## config.mk

```make
export PLATFORM = sky130hd
export DESIGN_NAME = fcsn_top
export DESIGN_NICKNAME = d
export VERILOG_FILES = /design/src/rtl/fcsn_pkg.sv /design/src/rtl/fcsn_glitchless_mux.sv /design/src/rtl/fcsn_top.sv
export SDC_FILE = /design/constraint.sdc
export NUM_CORES = 1
export LEC_CHECK = 0
export BUFFER_PORTS_ARGS = -buffer_cell sky130_fd_sc_hd__buf_2
export CORE_UTILIZATION = 36
export CTS_CLUSTER_DIAMETER = 80
export DETAILED_ROUTE_END_ITERATION = 12
export PLACE_DENSITY_LB_ADDON = 0.25
export SETUP_SLACK_MARGIN = 0.1
export SLEW_MARGIN = 20
export SYNTH_ARGS = -nofsm -noshare
export SYNTH_HDL_FRONTEND = slang
export SYNTH_HIERARCHICAL = 1
export SYNTH_SLANG_ARGS = --single-unit
```

## constraint.sdc

```tcl
create_clock -name i_ref_clk -period 16.5 [get_ports i_ref_clk]
set_input_delay 0.825 -clock i_ref_clk [delete_from_list [all_inputs] [get_ports i_ref_clk]]
set_output_delay 0.825 -clock i_ref_clk [all_outputs]
set_load 0.02 [all_outputs]
```

## src/rtl/fcsn_pkg.sv

```systemverilog
// Package of constants for the fabric clock selection network.
// Assumes one reference clock domain; switched clocks are routed as data.
package fcsn_pkg;
   // ==========================================================
   // Sizes of the network.
   localparam int NUM_DYN_MUX     = 8;   // Switchable muxes in total.
   localparam int MUX_PER_SIDE    = 2;   // Muxes on each side.
   localparam int MUX_INPUTS      = 4;   // Inputs per switchable mux.
   localparam int SEL_W           = 2;   // Select bus width.
   localparam int NUM_GLOBAL      = 32;  // Global lines.
   localparam int NUM_REMOTE      = 16;  // Lines from fabric in other regions.
   localparam int REG_EDGE        = 8;   // Regional lines, top and bottom regions.
   localparam int REG_CORE        = 4;   // Regional lines, other regions.
   localparam int LOCAL_MAX       = 16;  // Signals one local network accepts.
   localparam int REGION_TALL     = 80;  // Core region height in cells.
   localparam int NET_TALL        = 40;  // Local network height in cells.
   localparam int IF_TB_GLOBAL    = 14;  // Top/bottom interface global clocks.
   localparam int IF_TB_FABRIC    = 2;   // Top/bottom interface fabric clocks.
   localparam int IF_SIDE_MAX     = 4;   // Side interface clocks.
   localparam int IF_SIDE_FABRIC  = 2;   // Side interface fabric clocks.
   localparam logic [1:0] SEL_RESET = 2'h0; // Input selected after reset.
   localparam int SYNC_STAGES     = 2;   // Synchroniser depth.
endpackage : fcsn_pkg

```

## src/rtl/fcsn_glitchless_mux.sv

```systemverilog
// One switchable clock multiplexer with glitch-free handover and gate.
// Assumes source clocks are oversampled by the reference clock.
`timescale 1ns/10ps
`default_nettype none
module fcsn_glitchless_mux
   import fcsn_pkg::*;
(
   input  wire logic                 i_ref_clk,
   input  wire logic                 i_rst,
   input  wire logic [MUX_INPUTS-1:0] i_src,   // Candidate clocks.
   input  wire logic [SEL_W-1:0]     i_sel,    // Requested input.
   input  wire logic                 i_en,     // Mux enable.
   output logic                      o_clk,    // Selected clock.
   output logic [SEL_W-1:0]          o_active  // Input now driving o_clk.
);
   // ==========================================================
   // Synchronise sources, select and enable into ref domain.
   logic [MUX_INPUTS-1:0] src_m, src_s, src_d; // Source sync and previous.
   logic [SEL_W-1:0]      sel_m, sel_s;        // Select sync stages.
   logic                  en_m,  en_s;         // Enable sync stages.
   logic [SEL_W-1:0]      cur;                 // Active input.
   logic                  gate;                // Output gate open.
   typedef enum logic [1:0] {FCSN_RUN, FCSN_STOP, FCSN_START} fcsn_sw_e;
   fcsn_sw_e              state;               // Handover state.
   logic [SEL_W-1:0]      tgt;                 // Input being switched to.

   // Two flops before any logic reads the pins.
   always_ff @(posedge i_ref_clk or posedge i_rst) begin
      if (i_rst) begin
         src_m <= '0; src_s <= '0; src_d <= '0;
         sel_m <= SEL_RESET; sel_s <= SEL_RESET;
         en_m  <= 1'b0; en_s <= 1'b0;
      end else begin
         src_m <= i_src; src_s <= src_m; src_d <= src_s;
         sel_m <= i_sel; sel_s <= sel_m;
         en_m  <= i_en;  en_s  <= en_m;
      end
   end

   // Handover: close on a low phase of the old clock, reopen on a low
   // phase of the new one, so no runt pulse leaves the mux.
   always_ff @(posedge i_ref_clk or posedge i_rst) begin
      if (i_rst) begin
         cur   <= SEL_RESET;
         tgt   <= SEL_RESET;
         gate  <= 1'b0;
         state <= FCSN_RUN;
      end else begin
         case (state)
            FCSN_RUN: begin
               if (en_s && sel_s != cur) begin
                  tgt   <= sel_s;
                  state <= FCSN_STOP;
               end else if (!src_s[cur]) begin
                  gate <= en_s;
               end
            end
            FCSN_STOP: begin
               if (src_d[cur] && !src_s[cur]) begin
                  gate  <= 1'b0;
                  cur   <= tgt;
                  state <= FCSN_START;
               end
            end
            FCSN_START: begin
               if (src_d[cur] && !src_s[cur]) begin
                  gate  <= en_s;
                  state <= FCSN_RUN;
               end
            end
            default: state <= FCSN_RUN;
         endcase
      end
   end

   // Output is a registered, gated copy of the active source.
   always_ff @(posedge i_ref_clk or posedge i_rst) begin
      if (i_rst) o_clk <= 1'b0;
      else       o_clk <= gate & src_s[cur];
   end

   assign o_active = cur;
endmodule : fcsn_glitchless_mux
`default_nettype wire

```

## src/rtl/fcsn_top.sv

```systemverilog
// Top of the fabric clock selection network: eight switchable muxes,
// a core local network, interface local networks and per-cell enables.
// Assumes all clock-like inputs but i_alt_pin are sampled by the 200 MHz reference.
`timescale 1ns/10ps
`default_nettype none
module fcsn_top
   import fcsn_pkg::*;
#(
   parameter int CELLS = 80 // Cells in one column of a core region.
)(
   input  wire logic                                i_ref_clk,
   input  wire logic                                i_rst,
   input  wire logic [fcsn_pkg::NUM_DYN_MUX*fcsn_pkg::MUX_INPUTS-1:0] i_mux_src,
   input  wire logic [fcsn_pkg::NUM_DYN_MUX*fcsn_pkg::SEL_W-1:0]      i_mux_sel,
   input  wire logic [fcsn_pkg::NUM_DYN_MUX-1:0]    i_mux_en,
   output logic      [fcsn_pkg::NUM_DYN_MUX-1:0]    o_mux_clk,
   output logic      [fcsn_pkg::NUM_DYN_MUX*fcsn_pkg::SEL_W-1:0]      o_mux_active,
   input  wire logic [fcsn_pkg::NUM_REMOTE-1:0]     i_remote,
   input  wire logic [fcsn_pkg::REG_EDGE-1:0]       i_regional,
   input  wire logic                                i_edge_region,
   input  wire logic [fcsn_pkg::LOCAL_MAX*6-1:0]    i_local_sel,
   input  wire logic [1:0]                          i_local_fab,
   output logic      [fcsn_pkg::LOCAL_MAX-1:0]      o_local_lo,
   output logic      [fcsn_pkg::LOCAL_MAX-1:0]      o_local_hi,
   input  wire logic [CELLS-1:0]                    i_cell_ce,
   output logic      [CELLS-1:0]                    o_cell_ce,
   input  wire logic [fcsn_pkg::IF_TB_FABRIC-1:0]   i_if_fab,
   output logic      [fcsn_pkg::LOCAL_MAX-1:0]      o_if_tb,
   output logic      [fcsn_pkg::IF_SIDE_MAX-1:0]    o_if_side,
   input  wire logic                                i_alt_pin,
   output logic                                     o_synth_ref
);
   // ==========================================================
   // Global lines: muxes feed the first eight, rest are tied in by
   // replicating mux outputs, since only switched sources are modelled.
   logic [NUM_GLOBAL-1:0] global_line;
   logic [NUM_GLOBAL-1:0] glb_m, glb_s;  // Global sync into ref domain.

   // Eight muxes, indexed as side = i / MUX_PER_SIDE.
   for (genvar i = 0; i < NUM_DYN_MUX; i++) begin : g_mux
      fcsn_glitchless_mux u_mux (
         .i_ref_clk (i_ref_clk),
         .i_rst     (i_rst),
         .i_src     (i_mux_src[i*MUX_INPUTS +: MUX_INPUTS]),
         .i_sel     (i_mux_sel[i*SEL_W +: SEL_W]),
         .i_en      (i_mux_en[i]),
         .o_clk     (o_mux_clk[i]),
         .o_active  (o_mux_active[i*SEL_W +: SEL_W])
      );
   end

   assign global_line = {NUM_GLOBAL/NUM_DYN_MUX{o_mux_clk}};

   // ==========================================================
   // Pin-side sources pass two flops before the local pickers.
   logic [NUM_REMOTE-1:0] rem_m, rem_s;
   logic [REG_EDGE-1:0]   rg_m,  rg_s;
   logic [1:0]            fab_m, fab_s;
   logic [CELLS-1:0]      ce_m,  ce_s;
   logic                  edge_m, edge_s;
   logic [LOCAL_MAX*6-1:0] lsel_m, lsel_s; // Local picker indices, synchronised.
   always_ff @(posedge i_ref_clk or posedge i_rst) begin
      if (i_rst) begin
         glb_m <= '0; glb_s <= '0; rem_m <= '0; rem_s <= '0;
         rg_m <= '0; rg_s <= '0; fab_m <= '0; fab_s <= '0;
         ce_m <= '0; ce_s <= '0; edge_m <= 1'b0; edge_s <= 1'b0;
         lsel_m <= '0; lsel_s <= '0;
      end else begin
         glb_m <= global_line; glb_s <= glb_m;
         rem_m <= i_remote;    rem_s <= rem_m;
         rg_m  <= i_regional;  rg_s  <= rg_m;
         fab_m <= i_local_fab; fab_s <= fab_m;
         ce_m  <= i_cell_ce;   ce_s  <= ce_m;
         edge_m <= i_edge_region; edge_s <= edge_m;
         lsel_m <= i_local_sel; lsel_s <= lsel_m;
      end
   end

   // ==========================================================
   // Local pool: 32 global, 16 remote, 8 or 4 regional, 2 fabric.
   localparam int POOL = NUM_GLOBAL + NUM_REMOTE + REG_EDGE + 2;
   logic [REG_EDGE-1:0] rg_avail;
   logic [63:0]         pool;
   always_comb begin
      rg_avail = edge_s ? rg_s : {{(REG_EDGE-REG_CORE){1'b0}}, rg_s[REG_CORE-1:0]};
      pool = '0;
      pool[POOL-1:0] = {fab_s, rg_avail, rem_s, glb_s};
   end

   // Sixteen pickers per network; the two 40-cell halves share the pool
   // and the same picker indices, so both carry the same signals.
   always_ff @(posedge i_ref_clk or posedge i_rst) begin
      if (i_rst) begin
         o_local_lo <= '0;
         o_local_hi <= '0;
      end else begin
         for (int k = 0; k < LOCAL_MAX; k++) begin
            o_local_lo[k] <= pool[lsel_s[k*6 +: 6]];
            o_local_hi[k] <= pool[lsel_s[k*6 +: 6]];
         end
      end
   end

   // Per-cell enable from the fabric, one more flop after its two sync flops.
   always_ff @(posedge i_ref_clk or posedge i_rst) begin
      if (i_rst) o_cell_ce <= '0;
      else       o_cell_ce <= ce_s;
   end

   // ==========================================================
   // Interface regions: fixed 14 global + 2 fabric; sides 2 + 2.
   always_ff @(posedge i_ref_clk or posedge i_rst) begin
      if (i_rst) begin
         o_if_tb   <= '0;
         o_if_side <= '0;
      end else begin
         o_if_tb   <= {fab_s, glb_s[IF_TB_GLOBAL-1:0]};
         o_if_side <= {fab_s, rg_s[IF_SIDE_MAX-IF_SIDE_FABRIC-1:0]};
      end
   end

   // Alternate input goes straight to the synthesizer reference, not
   // through the core; no flops so the reference keeps its edges.
   assign o_synth_ref = i_alt_pin;
endmodule : fcsn_top
`default_nettype wire

```

==> impl_metrics.json <==
{
  "status": "finished, final reports clean",
  "fin_worst_skew_ns": 0.0297,
  "ctsHtreeMaxLevel": 3,
  "ctsHoldBuffers": 0,
  "yosysTopAreaCellShare_pct": 69.9,
  "post_cts_buffers": 0,
  "die_w_um": 273,
  "synth_area_leaders": "dfrtp_1, mux4_2, mux2i_1",
  "num_vias": 14878,
  "final_cell_mix": "dfrtp_1, buf_2, mux2i_1",
  "synth_largest_area_cell": "dfrtp_1",
  "cts_buffer_depth": 3,
  "antenna_left": 0,
  "p_clk_share_pct": 37.3,
  "synth-seq-area-share_pct": 69.9,
  "crit-reg2reg-launch": "rem_s[7]",
  "ys_seq_elements": 738,
  "critPathKind": "in2async",
  "critPathMaxStageDelay_ns": 0.82,
  "ir_drop_v": 0.000102,
  "p_seq_share_pct": 46.9,
  "switchingPower_w": 0.00136,
  "tightestPinTransition_ns": 1.12,
  "p_per_area_nw_per_um2": 151,
  "final_common_cell": "dfrtp_1",
  "critPathTopFamily": "buffers and inverters",
  "via_per_inst": 4.96,
  "grt_usage_pct": 17.4,
  "hp-class": "in2reg",
  "path_clk_slew_ns": 0.06,
  "setup_viol": 0,
  "pre_cts_slack_ns": 11.97,
  "period_needed_ns": 3.39,
  "antenna_found_initial": 22,
  "portBuffers": 416,
  "ff2ff_path_depth": 5,
  "cts_sinks": 738,
  "overflow": 0,
  "start_kind": "input port",
  "areaGrowthSynthToFinish_pct": 20.1,
  "avgSynthCellArea_sq_um": 16.8,
  "layout_setup_ws_ns": 13.11,
  "worstHoldStart": "i_cell_ce[57]",
  "netlist_instances": 1575,
  "cap_violations": 0,
  "synth_ff_type": "dfrtp_1",
  "rsz0062_at_grt": "false",
  "first_pass_iters": 5,
  "cts_buffers": 78,
  "p_comb_share_pct": 15.8,
  "grt_max_degree": 87,
  "drive_above_1_share_pct": 36.3,
  "ys_types": 53,
  "wl_per_cell_um": 21.4,
  "synth_edf_count": 0,
  "cp_cell_sequence": "buf_2 -> inv_8 -> buf_4 -> buf_6 -> buf_4",
  "setup_tns_ns": 0,
  "die_h_um": 273,
  "ys_warn_count": 6,
  "cts_tree": "yes",
  "cts_resized": 0,
  "required_ns": 17.10,
  "path_max_fanout": 86,
  "cts_root_buf": "clkbuf_16",
  "nNetsFinal": 2239,
  "internal_power_w": 0.00345,
  "rows": 98,
  "crit_buf_inv": 5,
  "async_flop_share_pct": 100,
  "crit_arrival_ns": 4.00,
  "drt_iter0_drc": 966,
  "slew_headroom_pct": 25.5,
  "slew_viol_final": 0,
  "p_leak_nw": 14.5,
  "grt_pass1_vias": 16012,
  "initial_utilization_pct": 36.7,
  "coreArea_sq_um": 72100,
  "hpwlAfterDp_um": 41400,
  "switching_share_pct": 28.2,
  "hold_end": "ce_m[57]",
  "rrSetupSlack_ns": 14.10,
  "io_pins": 421,
  "hold_path_depth": 1,
  "clock.fmax_ghz": 0.295,
  "endpoint_kind": "asynchronous set/reset pin",
  "post-route-period-util_pct": 20.6,
  "critPathSlowestCell": "buf_4",
  "clock_latency_ns": 0.63,
  "drt-total-wl_um": 64000,
  "die-area_sq_um": 74500,
  "synth_area_sq_um": 26400,
  "drc_errors": 0,
  "r2r-end": "o_local_lo[10]",
  "grt_pass1_wl_um": 96700,
  "crit_top_cell": "buf_4",
  "syn-num-nets": 1839,
  "hold_viol": 0,
  "place_congestion": 0.835
}
-- layer usage --
metal  GRT usage, %  wire length [um]  share of wire, %
met5              0               227              0.35
met4           6.44              1950               3.0
met3           5.85              5590               8.7
met2           28.6             31800                50
met1           21.1             24400                38
-- power groups by stage --
stage	combinational, W	sequential, W	clock [W]
finish	0.000761	0.00226	0.00179
floorplan	0.000643	0.00219	0
global placement	0.000756	0.00228	0
detailed placement	0.000768	0.00229	0
global route	0.000828	0.00228	0.00193
CTS	0.000769	0.00226	0.00186
-- worst max-delay path by stage --
| stage | end | cells past startpoint | from |
|---|---|---|---|
| after floorplan | ce_m[0] | 1 | i_rst |
| after global placement | lsel_m[41] | 5 | i_rst |
| after detailed placement | lsel_m[37] | 5 | i_rst |
| after CTS | lsel_s[37] | 5 | i_rst |
| after global routing | lsel_m[37] | 5 | i_rst |
| final | lsel_s[37] | 5 | i_rst |
-- synthesized netlist by cell type, drive strengths merged, types with 2 or more instances --
| cell type | number |
|---|---|
| o31a | 2 |
| a211oi | 15 |
| a22oi | 9 |
| and2 | 8 |
| o22ai | 13 |
| nor2b | 32 |
| nor2 | 45 |
| nand3 | 13 |
| a311oi | 13 |
| o21ai | 51 |
| a2111oi | 11 |
| and2b | 10 |
| buf | 72 |
| xor2 | 16 |
| o2bb2ai | 8 |
| clkbuf | 32 |
| mux2 | 82 |
| nor4 | 11 |
| a221o | 8 |
| o211ai | 8 |
| dfrtp | 738 |
| nor4b | 2 |
| nor3b | 2 |
| and3 | 12 |
| nor3 | 6 |
| o32ai | 22 |
| a21oi | 2 |
| inv | 34 |
| mux2i | 99 |
| nand4 | 2 |
| o2111ai | 8 |
| nand2 | 55 |
| a31oi | 4 |
| a21boi | 2 |
| mux4 | 96 |
| nand2b | 21 |
| o311ai | 4 |
-- flip-flops by register name, indices dropped and copies added (netlist names), 16 cells and up --
register              cells
g_mux.u_mux/sel_m        16
g_mux.u_mux/o_active     16
o_local_lo               16
rem_m                    16
g_mux.u_mux/src_d        32
o_cell_ce                80
g_mux.u_mux/src_m        32
ce_s                     80
ce_m                     80
lsel_s                   96
g_mux.u_mux/src_s        32
lsel_m                   96
rem_s                    16
g_mux.u_mux/tgt          16
g_mux.u_mux/state        16
g_mux.u_mux/sel_s        16
-- layout make-up --
| class | count | area [sq um] |
|---|---|---|
| Timing Repair Buffer | 424 | 2150 |
| Inverter | 34 | 135 |
| Clock buffer | 115 | 2260 |
| Clock inverter | 30 | 460 |
| Sequential cell | 738 | 18500 |
| Fill cell | 6443 | 40300 |
| Multi-Input combinational cell | 699 | 7080 |
| Tap cell | 950 | 1190 |
| Antenna cell | 7 | 17.5 |
-- logic make-up after synthesis --
group                     Yosys count  share of synthesized area, %
DFF                               738                          69.9
and+or+nand+nor                   222                          4.88
muxes                             277                          16.0
AOI/OAI and AO/OA                 184                          5.36
xor gates and xnor gates           16                         0.530
buffers and inverters             138                          3.37
-- metrics by stage --
step / power [W] / instance area (sq um) / utilization [%] / hold slack, ns / cells
final: 0.00481 / 31800 / 44.0 / 0.296 / 2997
after global routing: 0.00504 / 31700 / 44.0 / 0.247 / 2994
after CTS: 0.00488 / 31700 / 44.0 / 0.243 / 2990
after detailed placement: 0.00305 / 29000 / 40.2 / 0.335 / 2845
after global placement: 0.00303 / 29000 / 40.2 / 0.331 / 2845
after floorplan: 0.00283 / 26400 / - / 0.331 / 1575
No activity file was read; power rests on OpenSTA's default activity.
